File: src/interval_timer_regs.svh
// Register offsets, field positions, reset values and prescale taps of the interval timer.
// Behaviour
// - Clock select 00/01/10/11 picks clock divided by 8/32/128/512; 00 after reset.
// - A channel counter advances on its prescaled tick only while its run bit is 1.
// - Each channel counter is a 16-bit up-counter, readable and writable by software.
// - Counter equal to period: counter clears to zero and the match flag sets.
// - After a match clear the counter keeps counting from zero, repeating the period.
// - Channel interrupt request goes high one enabled clock after match flag and interrupt enable are both 1.
// - Each channel drives its own separate interrupt request line.
// - Power-on reset sets the counter to zero.
// - Power-on reset sets the 16-bit period register to all ones.
// - Match acts on the next counter tick after equality, not on first equal cycle.
// - Match flag clears only by writing 0 after reading it as 1; writing 1 keeps it set but cancels the read.
// - A match during a counter write clears the counter and discards the written value.
// - An increment during a word write to the counter is lost; written value stored.
// - Increment during byte write: written byte stored, other byte keeps old value.
// - Interrupt enable 1 lets the match interrupt request rise; 0 blocks MATCH_IRQ, but the combined IRQ still rises via event status and mask.
// - Shared run register: bit 0 runs channel 0, bit 1 channel 1; both 0 at reset.
// - Control/status: match flag bit 7, enable bit 6, clock select bits 1:0; others 0.
`ifndef INTERVAL_TIMER_REGS_SVH
`define INTERVAL_TIMER_REGS_SVH

`define OFS_RUN        5'h00
`define OFS_CTRL0      5'h02
`define OFS_COUNT0     5'h04
`define OFS_PERIOD0    5'h06
`define OFS_CTRL1      5'h08
`define OFS_COUNT1     5'h0a
`define OFS_PERIOD1    5'h0c
`define OFS_EVT_STATUS 5'h0e
`define OFS_EVT_MASK   5'h10

`define BIT_FLAG       7
`define BIT_IRQ_EN     6
`define BIT_SEL_HI     1
`define BIT_SEL_LO     0

`define RST_COUNT      16'h0000
`define RST_PERIOD     16'hffff
`define RST_SEL        2'h0

`define TAP_DIV8       3
`define TAP_DIV32      5
`define TAP_DIV128     7
`define TAP_DIV512     9

`endif

File: src/interval_timer_pkg.sv
// Types shared by the interval timer.
package interval_timer_pkg;

    typedef struct packed {
        logic       flag;
        logic       irq_en;
        logic [1:0] sel;
    } chan_ctrl_t;

    typedef struct packed {
        logic [4:0]  addr;
        logic [15:0] wdata;
        logic [1:0]  be;
        logic        wr;
        logic        rd;
    } bus_req_t;

endpackage : interval_timer_pkg

File: src/interval_timer.sv
// Two-channel compare match interval timer with its register port and interrupt logic.
//
// The address map and strobed register access are this design's own decisions.
`timescale 1ns/1ps
`include "interval_timer_regs.svh"

module interval_timer #(
    parameter int DIV_W = `TAP_DIV512
) (
    // Clock, reset and clock enable.
    input  wire logic        CORE_CLK,
    input  wire logic        RST,
    input  wire logic        CE,
    // Register port.
    input  wire logic [4:0]  BUS_ADDR,
    input  wire logic [15:0] BUS_WDATA,
    input  wire logic [1:0]  BUS_BE,
    input  wire logic        BUS_WR,
    input  wire logic        BUS_RD,
    output logic      [15:0] BUS_RDATA,
    // Interrupt requests.
    output logic      [1:0]  MATCH_IRQ,
    output logic             IRQ
);

    localparam int NCH = 2;

    generate
        if (DIV_W < `TAP_DIV512) begin : g_bad_div
            $error("DIV_W must be at least the widest prescale tap.");
        end
    endgenerate

    // Returns the prescale tick selected by a clock-select code.
    function automatic logic tap_tick(input logic [1:0] sel, input logic [DIV_W-1:0] div);
        logic t;
        t = 1'b0;
        unique case (sel)
            2'h0: t = &div[`TAP_DIV8-1:0];
            2'h1: t = &div[`TAP_DIV32-1:0];
            2'h2: t = &div[`TAP_DIV128-1:0];
            2'h3: t = &div[`TAP_DIV512-1:0];
        endcase
        return t;
    endfunction : tap_tick

    // Merges write data into an old value by byte lanes.
    function automatic logic [15:0] merge(input logic [15:0] old, input logic [15:0] wd,
                                          input logic [1:0] be);
        logic [15:0] m;
        m = old;
        if (be[0]) begin
            m[7:0] = wd[7:0];
        end
        if (be[1]) begin
            m[15:8] = wd[15:8];
        end
        return m;
    endfunction : merge

    interval_timer_pkg::bus_req_t req;
    assign req = '{addr: BUS_ADDR, wdata: BUS_WDATA, be: BUS_BE, wr: BUS_WR, rd: BUS_RD};

    logic [DIV_W-1:0]                   div_r;
    logic [NCH-1:0]                     run_r;
    logic [NCH-1:0]                     evt_status_r;
    logic [NCH-1:0]                     evt_mask_r;
    logic [NCH-1:0]                     match_pulse;
    logic [15:0]                        cnt_w   [NCH];
    logic [15:0]                        per_w   [NCH];
    interval_timer_pkg::chan_ctrl_t     ctrl_w  [NCH];
    logic [15:0]                        rd_nxt;

    // Free-running prescaler shared by both channels.
    always_ff @(posedge CORE_CLK or posedge RST) begin
        if (RST) begin
            div_r <= '0;
        end else if (CE) begin
            div_r <= div_r + 1'b1;
        end
    end

    // Shared run register.
    always_ff @(posedge CORE_CLK or posedge RST) begin
        if (RST) begin
            run_r <= '0;
        end else if (CE && req.wr && req.addr == `OFS_RUN && req.be[0]) begin
            run_r <= req.wdata[NCH-1:0];
        end
    end

    genvar c;
    generate
        for (c = 0; c < NCH; c++) begin : g_ch
            localparam logic [4:0] A_CTRL = (c == 0) ? `OFS_CTRL0 : `OFS_CTRL1;
            localparam logic [4:0] A_CNT  = (c == 0) ? `OFS_COUNT0 : `OFS_COUNT1;
            localparam logic [4:0] A_PER  = (c == 0) ? `OFS_PERIOD0 : `OFS_PERIOD1;

            logic [15:0]                    cnt_r;
            logic [15:0]                    per_r;
            logic                           flag_r;
            logic                           irq_en_r;
            logic [1:0]                     sel_r;
            logic                           seen_r;
            logic                           tick;
            logic                           wr_cnt;
            logic                           wr_ctrl;

            assign tick    = CE && run_r[c] && tap_tick(sel_r, div_r);
            assign wr_cnt  = CE && req.wr && req.addr == A_CNT;
            assign wr_ctrl = CE && req.wr && req.addr == A_CTRL && req.be[0];
            // Equality acts only when the next tick arrives.
            assign match_pulse[c] = tick && (cnt_r == per_r);

            // Counter: match clear beats a write, a write beats an increment.
            always_ff @(posedge CORE_CLK or posedge RST) begin
                if (RST) begin
                    cnt_r <= `RST_COUNT;
                end else if (match_pulse[c]) begin
                    cnt_r <= '0;
                end else if (wr_cnt) begin
                    cnt_r <= merge(cnt_r, req.wdata, req.be);
                end else if (tick) begin
                    cnt_r <= cnt_r + 16'h0001;
                end
            end

            // Period register.
            always_ff @(posedge CORE_CLK or posedge RST) begin
                if (RST) begin
                    per_r <= `RST_PERIOD;
                end else if (CE && req.wr && req.addr == A_PER) begin
                    per_r <= merge(per_r, req.wdata, req.be);
                end
            end

            // Enable and clock select.
            always_ff @(posedge CORE_CLK or posedge RST) begin
                if (RST) begin
                    irq_en_r <= 1'b0;
                    sel_r    <= `RST_SEL;
                end else if (wr_ctrl) begin
                    irq_en_r <= req.wdata[`BIT_IRQ_EN];
                    sel_r    <= req.wdata[`BIT_SEL_HI:`BIT_SEL_LO];
                end
            end

            // Read of a set flag arms the clear; any write to the register's low byte disarms it.
            always_ff @(posedge CORE_CLK or posedge RST) begin
                if (RST) begin
                    seen_r <= 1'b0;
                end else if (wr_ctrl) begin
                    seen_r <= 1'b0;
                end else if (CE && req.rd && req.addr == A_CTRL && flag_r) begin
                    seen_r <= 1'b1;
                end
            end

            // Match flag: a match in the clearing cycle wins.
            always_ff @(posedge CORE_CLK or posedge RST) begin
                if (RST) begin
                    flag_r <= 1'b0;
                end else if (match_pulse[c]) begin
                    flag_r <= 1'b1;
                end else if (wr_ctrl && seen_r && !req.wdata[`BIT_FLAG]) begin
                    flag_r <= 1'b0;
                end
            end

            // Per-channel interrupt line.
            always_ff @(posedge CORE_CLK or posedge RST) begin
                if (RST) begin
                    MATCH_IRQ[c] <= 1'b0;
                end else if (CE) begin
                    MATCH_IRQ[c] <= flag_r && irq_en_r;
                end
            end

            assign cnt_w[c]  = cnt_r;
            assign per_w[c]  = per_r;
            assign ctrl_w[c] = '{flag: flag_r, irq_en: irq_en_r, sel: sel_r};
        end
    endgenerate

    // Sticky event status, write one to clear; a new match wins over the clear.
    always_ff @(posedge CORE_CLK or posedge RST) begin
        if (RST) begin
            evt_status_r <= '0;
        end else if (CE) begin
            if (req.wr && req.addr == `OFS_EVT_STATUS && req.be[0]) begin
                evt_status_r <= (evt_status_r & ~req.wdata[NCH-1:0]) | match_pulse;
            end else begin
                evt_status_r <= evt_status_r | match_pulse;
            end
        end
    end

    // Event mask.
    always_ff @(posedge CORE_CLK or posedge RST) begin
        if (RST) begin
            evt_mask_r <= '0;
        end else if (CE && req.wr && req.addr == `OFS_EVT_MASK && req.be[0]) begin
            evt_mask_r <= req.wdata[NCH-1:0];
        end
    end

    // Combined interrupt output.
    always_ff @(posedge CORE_CLK or posedge RST) begin
        if (RST) begin
            IRQ <= 1'b0;
        end else if (CE) begin
            IRQ <= |(evt_status_r & evt_mask_r);
        end
    end

    // Read multiplexer; unmapped offsets read zero.
    always_comb begin
        rd_nxt = 16'h0000;
        unique case (req.addr)
            `OFS_RUN:        rd_nxt[NCH-1:0] = run_r;
            `OFS_CTRL0:      rd_nxt = {8'h00, ctrl_w[0].flag, ctrl_w[0].irq_en,
                                       4'h0, ctrl_w[0].sel};
            `OFS_COUNT0:     rd_nxt = cnt_w[0];
            `OFS_PERIOD0:    rd_nxt = per_w[0];
            `OFS_CTRL1:      rd_nxt = {8'h00, ctrl_w[1].flag, ctrl_w[1].irq_en,
                                       4'h0, ctrl_w[1].sel};
            `OFS_COUNT1:     rd_nxt = cnt_w[1];
            `OFS_PERIOD1:    rd_nxt = per_w[1];
            `OFS_EVT_STATUS: rd_nxt[NCH-1:0] = evt_status_r;
            `OFS_EVT_MASK:   rd_nxt[NCH-1:0] = evt_mask_r;
            default:         rd_nxt = 16'h0000;
        endcase
    end

    // Read data stands only in the cycle after the read strobe.
    always_ff @(posedge CORE_CLK or posedge RST) begin
        if (RST) begin
            BUS_RDATA <= 16'h0000;
        end else if (CE) begin
            BUS_RDATA <= req.rd ? rd_nxt : 16'h0000;
        end
    end

endmodule : interval_timer

File: config.mk
export PLATFORM = sky130hd
export DESIGN_NAME = interval_timer
export DESIGN_NICKNAME = d
export VERILOG_FILES = /design/src/interval_timer_pkg.sv /design/src/interval_timer.sv
export VERILOG_INCLUDE_DIRS = /design/src
export SDC_FILE = /design/constraint.sdc
export NUM_CORES = 1
export LEC_CHECK = 0
export CELL_PAD_IN_SITES_DETAIL_PLACEMENT = 1
export CELL_PAD_IN_SITES_GLOBAL_PLACEMENT = 2
export CORE_UTILIZATION = 45
export CTS_CLUSTER_DIAMETER = 30
export DETAILED_ROUTE_END_ITERATION = 10
export DONT_BUFFER_PORTS = 1
export PLACE_DENSITY_LB_ADDON = 0.1
export SLEW_MARGIN = 20
export SYNTH_ARGS = -nofsm -noshare
export SYNTH_HDL_FRONTEND = slang
export SYNTH_SLANG_ARGS = --single-unit
File: constraint.sdc
create_clock -name CORE_CLK -period 7.6 [get_ports CORE_CLK]
set_input_delay 1.14 -clock CORE_CLK [delete_from_list [all_inputs] [get_ports CORE_CLK]]
set_output_delay 1.14 -clock CORE_CLK [all_outputs]
set_load 0.05 [all_outputs]
-- Word level (Yosys, flattened, before mapping)
Index checks and enable logic that the tools add are counted.
- bits in registers: 108
- logic and storage cells: 129
- ROM bits: 0
- memory bits (writable): 0
- latch bits: 0
- input port bits: 28
- output and inout port bits: 19
- memories: 0
- $add $sub $neg: 3
- $lt $le $gt $ge: 0
- reductions and logical operators: 55
- multipliers: 0
- eq/ne operators: 20
- bitwise logic cells: 5
- shifts and indexed selects: 0
- mux-type cells: 22
- div/mod/pow operators: 0
- operators by type and width (kind ; count):
    2-to-1 mux 16 bit ; 7
    one-hot mux 14 bit (6 select lines) ; 1
    adder 16 x 1 -> 16 bit, second input constant ; 2
    equality test 16 bit ; 2
    logical AND 1 bit ; 32
    equality test 5 x 4 -> 1 bit, second input constant ; 4
    one-hot mux 2 bit (9 select lines) ; 1
    2-to-1 mux 8 bit ; 2
    AND reduction 2 bit ; 8
    inequality test 3 bit, second input constant ; 4
    equality test 5 x 3 -> 1 bit, second input constant ; 2
    adder 9 x 1 -> 9 bit, second input constant ; 1
    AND reduction 9 bit ; 1
    equality test 2 bit, second input constant ; 4
    2-to-1 mux 1 bit ; 8
    one-hot mux 1 bit (4 select lines) ; 2
    nonzero test 2 bit ; 4
    AND reduction 7 bit ; 1
    nonzero test 3 bit ; 2
    equality test 5 x 2 -> 1 bit, second input constant ; 1
    equality test 5 bit, second input constant ; 1
    logical NOT 5 bit ; 1
    AND reduction 5 bit ; 1
    bitwise AND 2 bit ; 2
    other kinds (8) ; 11

-- Depth between registers and ports, before layout
Gate-level depths: netlist of the first run.
- word-level depth: 7
- depth in mapped cells: 11
- mapped depth without buffers: 9

-- Worst setup path after synthesis of the first run
Ideal clock, no wire load.
- path type: input port to flip-flop
- from: in BUS_ADDR[4]
- to: reg g_ch[1].cnt_r[11]
- path slack: 4840 ps
- cell stages on the path: 7
- arrival: 2682 ps
- path buffers: 2
- cell sequence: buf_6 or3b_1 buf_6 nor3_4 a21oi_2 or4b_1 a21oi_1
- cells in the longest elaborated chain, start to end: 4
- elaborated cells between the ends (all ways): 7
- those cells by class: eq/ne: 2; mux: 2; reduce/logical: 3
- ends and longest elaborated chain (element ; RTL line ; RTL):
    from (decl) ; interval_timer.sv:15 ; input wire logic [4:0] BUS_ADDR,
    equality test 5 x 4 -> 1 bit (*) ; interval_timer.sv:110 ; assign wr_cnt = CE && req.wr && req.addr == A_CNT;
    logical AND 1 bit (*) ; interval_timer.sv:110 ;
    inequality test 3 bit (no line) (tied with other cells) ; -- ;
    AND reduction 2 bit (no line) / 2-to-1 mux 16 bit (equally long branches) ; -- ;
    to (signal assigned) ; interval_timer.sv:118 ; cnt_r <= `RST_COUNT;
    to (signal assigned) ; interval_timer.sv:122 ; cnt_r <= merge(cnt_r, req.wdata, req.be);
    to (signal assigned) ; interval_timer.sv:124 ; cnt_r <= cnt_r + 16'h0001;
    to (decl) ; interval_timer.sv:99 ; logic [15:0] cnt_r;
Every way passes the cells marked *; elsewhere a longest branch is shown, timed or not.
A chain may end at the register's enable or synchronous reset.

-- Worst setup path after layout of the first run
- from: reg div_r[0]
- to: reg g_ch[0].cnt_r[5]
- cells in the longest elaborated chain, start to end: 6
- elaborated cells between the ends (all ways): 11
- those cells by class: eq/ne: 1; mux: 2; reduce/logical: 8
- ends and longest elaborated chain (element ; RTL line ; RTL):
    from (decl) ; interval_timer.sv:64 ; logic [DIV_W-1:0] div_r;
    from (signal assigned) ; interval_timer.sv:79 ; div_r <= div_r + 1'b1;
    AND reduction 9 bit (tied with other cells) ; interval_timer.sv:42 ; 2'h3: t = &div[`TAP_DIV512-1:0];
    one-hot mux 1 bit (4 select lines) (*) ; interval_timer.sv:38 ; unique case (sel)
    logical AND 1 bit (*) ; interval_timer.sv:109 ; assign tick = CE && run_r[c] && tap_tick(sel_r, div_r);
    logical AND 1 bit ; interval_timer.sv:113 ; assign match_pulse[c] = tick && (cnt_r == per_r);
    inequality test 3 bit (no line) / nonzero test 3 bit (equally long branches) ; -- ;
    AND reduction 2 bit (no line) ; -- ;
    to (signal assigned) ; interval_timer.sv:118 ;
    to (signal assigned) ; interval_timer.sv:122 ;
    to (signal assigned) ; interval_timer.sv:124 ;
    to (decl) ; interval_timer.sv:99 ;
Marks and branches as above.

==> flow_metrics.py, run 1 <==
metrics = {
    "timing": {
        "min_period_over_period_pct": 41.91,
        "fin_worst_skew_ns": 0.009913,
        "slew_violations": 0,
        "rsz0062_at_grt": "no",
        "hold_ws_ns": 0.4693,
        "fmax_ghz": 0.3139,
        "min_period_ns": 3.185,
        "slew_headroom_pct": 27.75,
        "hold_viol_final": 0,
        "tns_ns": 0,
        "setup_violations": 0,
        "worst_slack_ns": 4.415,
        "tightest_slew_ns": 1.080,
    },
    "clocking": {
        "cts_inserted_buffers": 9,
        "hold_buffers": 0,
        "insertion_delay_ns": 0.37,
        "cts_resized": 0,
        "htree_levels": 3,
        "clk_path_buf_depth": 2,
        "clk_pin_slew_ns": 0.08,
        "cts-root-buf": "clkbuf_16",
        "cts_tree": "yes",
        "cts_setup_buffers": 0,
        "cts_sinks": 108,
    },
    "floorplanning": {
        "design.die.area_sq_um": 14540,
        "die_h_um": 120.6,
        "ioPinCount": 47,
        "die_w_um": 120.6,
        "start_util_pct": 47.03,
        "core_sq_um": 13450,
        "fp-row-count": 42,
    },
    "routing": {
        "wirelength_um": 20620,
        "drt_pass1_iterations": 4,
        "remaining_drc_errors": 0,
        "vias": 5326,
        "drt_iter0_markers": 353,
        "vias_per_cell": 6.699,
        "wl_per_cell_um": 25.93,
        "final_antenna_net_count": 0,
    },
    "run_status": {
        "status": "finished, final reports clean",
    },
    "worst_setup_path": {
        "cp-end-kind": "register",
        "crit_required_ns": 7.86,
        "cp_max_fo": 20,
        "criticalPathCategory": "register to register",
        "cp.arrival_ns": 3.45,
        "cp-start-kind": "register",
    },
    "logic_synthesis": {
        "ys_warn_count": 0,
        "synth_edf_count": 0,
        "syn_area_sq_um": 6327,
        "syn_avg_cell_area_sq_um": 9.886,
        "ys_ff_latch": 108,
        "ys_seq_area_share_pct": 43.35,
        "ys.flop_type": "dfrtp_1",
        "synth.net_count": 674,
        "synthArstFlopShare_pct": 100.0,
        "yosysUniqueCellTypes": 71,
        "synth_cells": 640,
    },
    "power_and_ir_drop": {
        "p_per_area_nw_per_um2": 224.2,
        "power_leakage_nw": 2.775,
        "power.total_mw": 1.514,
        "ir_drop_uv": 123.3,
    },
    "placed_design": {
        "io_buffers": 0,
        "dp_hpwl_um": 15020,
        "dp_slack_ns": 4.247,
        "gp_congestion": 0.8766,
    },
    "flow_run": {
        "cap_violations": 0,
    },
    "grt": {
        "first_global_vias": 5576,
        "grt_max_degree": 74,
        "track_usage_pct": 30.30,
        "grt_overflow": 0,
        "grt_pass1_wl_um": 32800,
        "antenna_found_initial": 0,
    },
    "final_layout": {
        "nets": 648,
        "fillers": 1497,
        "layout-drive-gt1-share_pct": 20.19,
        "antennaDiodeCount": 0,
        "area_delta_synth_final_pct": 6.763,
    },
    "hold_path": {
        "hp-class": "register to register",
    },
}
sequential cells by signal, summed over array words and instances, names as in the netlist:
signal,flops
run_r,2
BUS_RDATA,16
g_ch.seen_r,2
IRQ,1
g_ch.cnt_r,32
g_ch.per_r,32
evt_status_r,2
g_ch.sel_r,4
evt_mask_r,2
div_r,9
g_ch.flag_r,2
MATCH_IRQ,2
g_ch.irq_en_r,2
metal layers:
layer  vias up  track usage [%]  share of wire (%)
met4         0            11.34                2.6
met2       128            49.96                 49
met5         -                0                  0
li1       2364                -                  -
met1      2799            39.64                 44
met3        35            5.472                4.6
report_power, final:
group          internal [mW]  total (mW)  switching [mW]
combinational          0.100       0.215           0.114
sequential             0.647       0.739          0.0927
clock                  0.325       0.560           0.235
total                   1.07        1.51           0.442
stage by stage:
step | instance area [sq um] | util [%] | instances
floorplan | 6327 | - | 640
global placement | 6391 | 47.51 | 779
detailed placement | 6391 | 47.51 | 779
CTS | 6740 | 50.10 | 795
global route | 6755 | 50.21 | 795
finish | 6755 | 50.21 | 795
final cells by class:
cell class | instances | area, sq um | area share, %
repair buffers | 4 | 30.03 | 0.4445
inverters | 24 | 92.59 | 1.371
well taps | 176 | 220.2 | 3.260
multi-input cells | 467 | 3321 | 49.16
clock inverters | 7 | 123.9 | 1.834
flip-flops and latches | 108 | 2743 | 40.60
clock buffers | 9 | 225.2 | 3.334
worst max-delay path: stages, from the launching register on:
cell and delay [ns]:
dfrtp_1 0.41, ha_1 0.25, and3_1 0.20, ha_1 0.18, mux2_2 0.27, o211ai_1 0.37, or2_1 0.71, nor2_2 0.31
o32ai_1 0.37
placed cells by master, fill, tap and decap left out, drive strengths merged, types with 3 or more instances in the layout:
master,synthesis,routed
a2111oi,5,5
a211oi,6,6
a21o,10,10
a21oi,24,24
a221oi,8,8
a22o,8,8
a22oi,20,20
a311oi,5,5
a31oi,8,8
a41oi,4,4
and3,23,23
and4,4,4
buf,18,4
bufinv,0,3
clkbuf,23,9
clkinv,0,3
dfrtp,76,76
dfstp,32,32
ha,6,6
inv,24,25
mux2,48,48
nand2,43,43
nand2b,3,3
nand3,19,19
nand4,13,13
nor2,42,42
nor3,24,24
nor4,22,22
o211ai,6,6
o21ai,17,17
o22ai,16,16
o311ai,3,3
o31ai,3,3
o32ai,3,3
or2,5,5
or3,4,4
or4,3,3
xnor2,3,3
xor2,34,34
final timing paths:
path,startpoint,endpoint,slack (ns),cells after the start
setup / recovery,div_r[0],g_ch[0].cnt_r[5],4.41,8
hold / removal,div_r[6],div_r[6],0.47,1
setup reg to reg,div_r[0],g_ch[0].cnt_r[5],4.41,8
hold reg to reg,div_r[6],div_r[6],0.47,1
max in group asynchronous,RST,BUS_RDATA[14],5.58,2
min in group asynchronous,RST,g_ch[0].cnt_r[0],0.66,1
Yosys cell counts, drive strengths merged (19+ instances only):
cell type	count	share of area [%]
a22oi	20	2.4
clkbuf	23	1.4
xor2	34	4.7
nor2	42	2.6
nor4	22	2.5
dfrtp	76	30
and3	23	2.3
mux2	48	8.5
a21oi	24	2.0
nor3	24	2.5
inv	24	1.4
nand3	19	1.5
nand2	43	2.6
dfstp	32	13
logic make-up (layout without fill, tap and decap cells):
logic type                 count (synthesis)  after routing  synth area share (%)
muxes                                     48             48                 8.543
xor gates and xnor gates                  37             37                 5.122
buffers and inverters                     65             44                 4.410
and+or+nand+nor                          218            218                 19.18
AOI/OAI and AO/OA                        158            158                 18.21
DFF                                      108            108                 43.35
adders and majority gates                  6              6                 1.186
Power figures use the tool's default switching activity.
==> inputs of run 2 (changes only) <==
--- a/config.mk
+++ b/config.mk
@@ -8,7 +8,7 @@
 export LEC_CHECK = 0
 export CELL_PAD_IN_SITES_DETAIL_PLACEMENT = 1
 export CELL_PAD_IN_SITES_GLOBAL_PLACEMENT = 2
-export CORE_UTILIZATION = 45
+export CORE_UTILIZATION = 41
 export CTS_CLUSTER_DIAMETER = 30
 export DETAILED_ROUTE_END_ITERATION = 10
 export DONT_BUFFER_PORTS = 1
==> constraint.sdc (replaced) <==
create_clock -name CORE_CLK -period 3.3 [get_ports CORE_CLK]
set_input_delay 0.495 -clock CORE_CLK [delete_from_list [all_inputs] [get_ports CORE_CLK]]
set_output_delay 0.495 -clock CORE_CLK [all_outputs]
set_load 0.05 [all_outputs]
==> run 2 against run 1 <==
  * Clock power grew 110%
  * Worst hold slack lost 0.34 ns
  * Clock skew shrank 0.0023 ns
  * Sequential cell count is the same
  * Critical path depth is the same
  * Count of clock-buffer cells in the layout grew 1
  * Combinational power grew 130%
  * First-iteration DRC count shrank 14%
  * Final cell count grew 2.9%
  * Final area grew 0.94%
  * Critical endpoint is now g_ch[0].cnt_r[4]
==> flow_metrics.py, run 2 (synthesized netlist as in run 1, its figures left out) <==
metrics = {
    "floorplanning": {
        "ioPinCount": 47,
        "start_util_pct": 41.78,
        "die_h_um": 126.2,
        "core_sq_um": 15150,
        "fp-row-count": 45,
        "design.die.area_sq_um": 15930,
        "die_w_um": 126.2,
    },
    "placed_design": {
        "dp_slack_ns": 0.3819,
        "gp_congestion": 0.8830,
        "dp_hpwl_um": 15300,
        "io_buffers": 0,
    },
    "timing": {
        "tns_ns": 0,
        "worst_slack_ns": 0.3354,
        "setup_violations": 0,
        "hold_viol_final": 0,
        "fmax_ghz": 0.3373,
        "min_period_over_period_pct": 89.84,
        "min_period_ns": 2.965,
        "fin_worst_skew_ns": 0.007563,
        "slew_headroom_pct": 47.63,
        "slew_violations": 0,
        "rsz0062_at_grt": "no",
        "tightest_slew_ns": 0.7832,
    },
    "final_layout": {
        "fillers": 1682,
        "nets": 659,
        "layout-drive-gt1-share_pct": 21.43,
        "layout_commonest_cell": "dfrtp_1",
        "top_regs": "g_ch.cnt_r x32, g_ch.per_r x32, BUS_RDATA x16",
        "antennaDiodeCount": 0,
        "multi_input_comb_area_sq_um": 3306,
        "mostFrequentLayoutCells": "76 x dfrtp_1, 48 x mux2_2, 43 x nand2_1",
        "area_delta_synth_final_pct": 7.771,
        "register_area_sq_um": 2743,
    },
    "worst_setup_path": {
        "cp_max_fo": 17,
        "cp-end-kind": "register",
        "cp.arrival_ns": 3.22,
        "r2r_end": "g_ch[0].cnt_r[4]",
        "regToRegSetupSlack_ns": 0.34,
        "crit_required_ns": 3.55,
        "cp-start-kind": "register",
        "timing.rr.start": "div_r[0]",
        "criticalPathCategory": "register to register",
        "rr_worst_depth": 8,
    },
    "clocking": {
        "htree_levels": 3,
        "clk_pin_slew_ns": 0.07,
        "cts_tree": "yes",
        "cts_sinks": 108,
        "cts_inserted_buffers": 9,
        "cts-root-buf": "clkbuf_16",
        "cts_resized": 0,
        "cts_setup_buffers": 0,
        "hold_buffers": 0,
        "clk_path_buf_depth": 2,
        "insertion_delay_ns": 0.36,
    },
    "grt": {
        "grt_overflow": 0,
        "first_global_vias": 5616,
        "grt_pass1_wl_um": 33270,
        "antenna_found_initial": 0,
        "track_usage_pct": 27.71,
        "grt_max_degree": 109,
    },
    "routing": {
        "final_antenna_net_count": 0,
        "wirelength_um": 20790,
        "vias_per_cell": 6.405,
        "wl_met3_um": 922,
        "wl_per_cell_um": 25.41,
        "drt_iter0_markers": 302,
        "wl_met2_um": 10230,
        "remaining_drc_errors": 0,
        "drt_pass1_iterations": 4,
        "vias": 5239,
        "wl_met1_um": 9288,
        "top_layer": "met4",
    },
    "power_and_ir_drop": {
        "p_per_area_nw_per_um2": 498.7,
        "power_leakage_nw": 2.805,
        "ir_drop_uv": 345.0,
        "power.total_mw": 3.401,
    },
    "run_status": {
        "status": "finished, final reports clean",
    },
    "hold_path": {
        "hp-class": "input pin to async pin",
    },
    "flow_run": {
        "cap_violations": 0,
    },
}
[run 2: final cells by class]
class	count	share of cell area (%)
flip-flops and latches	108	40.22
inverters	24	1.358
clock buffers	10	3.358
repair buffers	15	1.835
clock inverters	6	1.303
well taps	188	3.450
multi-input cells	467	48.48
[run 2: routing by layer]
metal / vias up / global-route usage (%)
li1: 2388 / -
met1: 2711 / 35.67
met2: 116 / 46.90
met3: 24 / 6.245
met4: 0 / 7.300
met5: - / 0
[run 2: metrics by stage]
| step | instances | hold slack (ns) | area, sq um | util (%) |
|---|---|---|---|---|
| 6_report | 818 | 0.1313 | 6819 | 45.02 |
| 5_1_grt | 818 | 0.1907 | 6819 | 45.02 |
| 4_1_cts | 818 | 0.1699 | 6819 | 45.02 |
| 3_5_place_dp | 802 | 0.4896 | 6501 | 42.92 |
| 3_3_place_gp | 802 | 0.4588 | 6501 | 42.92 |
| 2_1_floorplan | 640 | 0.4415 | 6327 | - |
[run 2: worst max-delay path, stage by stage, from the launching register on]
cell and delay (ns):
dfrtp_1 0.41, ha_1 0.25, and3_1 0.20, ha_1 0.18, mux2_2 0.30, o211ai_1 0.28, or2_1 0.60, nor2_2 0.26
nor4_1 0.37
[run 2: report_power, final]
| part | leakage (nW) | switching [mW] | total, mW | internal, mW |
|---|---|---|---|---|
| Sequential | 1.36 | 0.216 | 1.71 | 1.49 |
| Clock | 0.149 | 0.526 | 1.19 | 0.666 |
| Combinational | 1.30 | 0.266 | 0.503 | 0.237 |
[run 2: how the worst max path moves through the flow]
stage,start,endpoint,depth (start not counted)
global placement,div_r[0],g_ch[0].cnt_r[5],8
detailed placement,div_r[0],g_ch[0].cnt_r[4],8
global route,div_r[0],g_ch[0].cnt_r[5],9
CTS,div_r[0],g_ch[0].cnt_r[4],8
floorplan,RST,BUS_RDATA[0],1
finish,div_r[0],g_ch[0].cnt_r[4],8
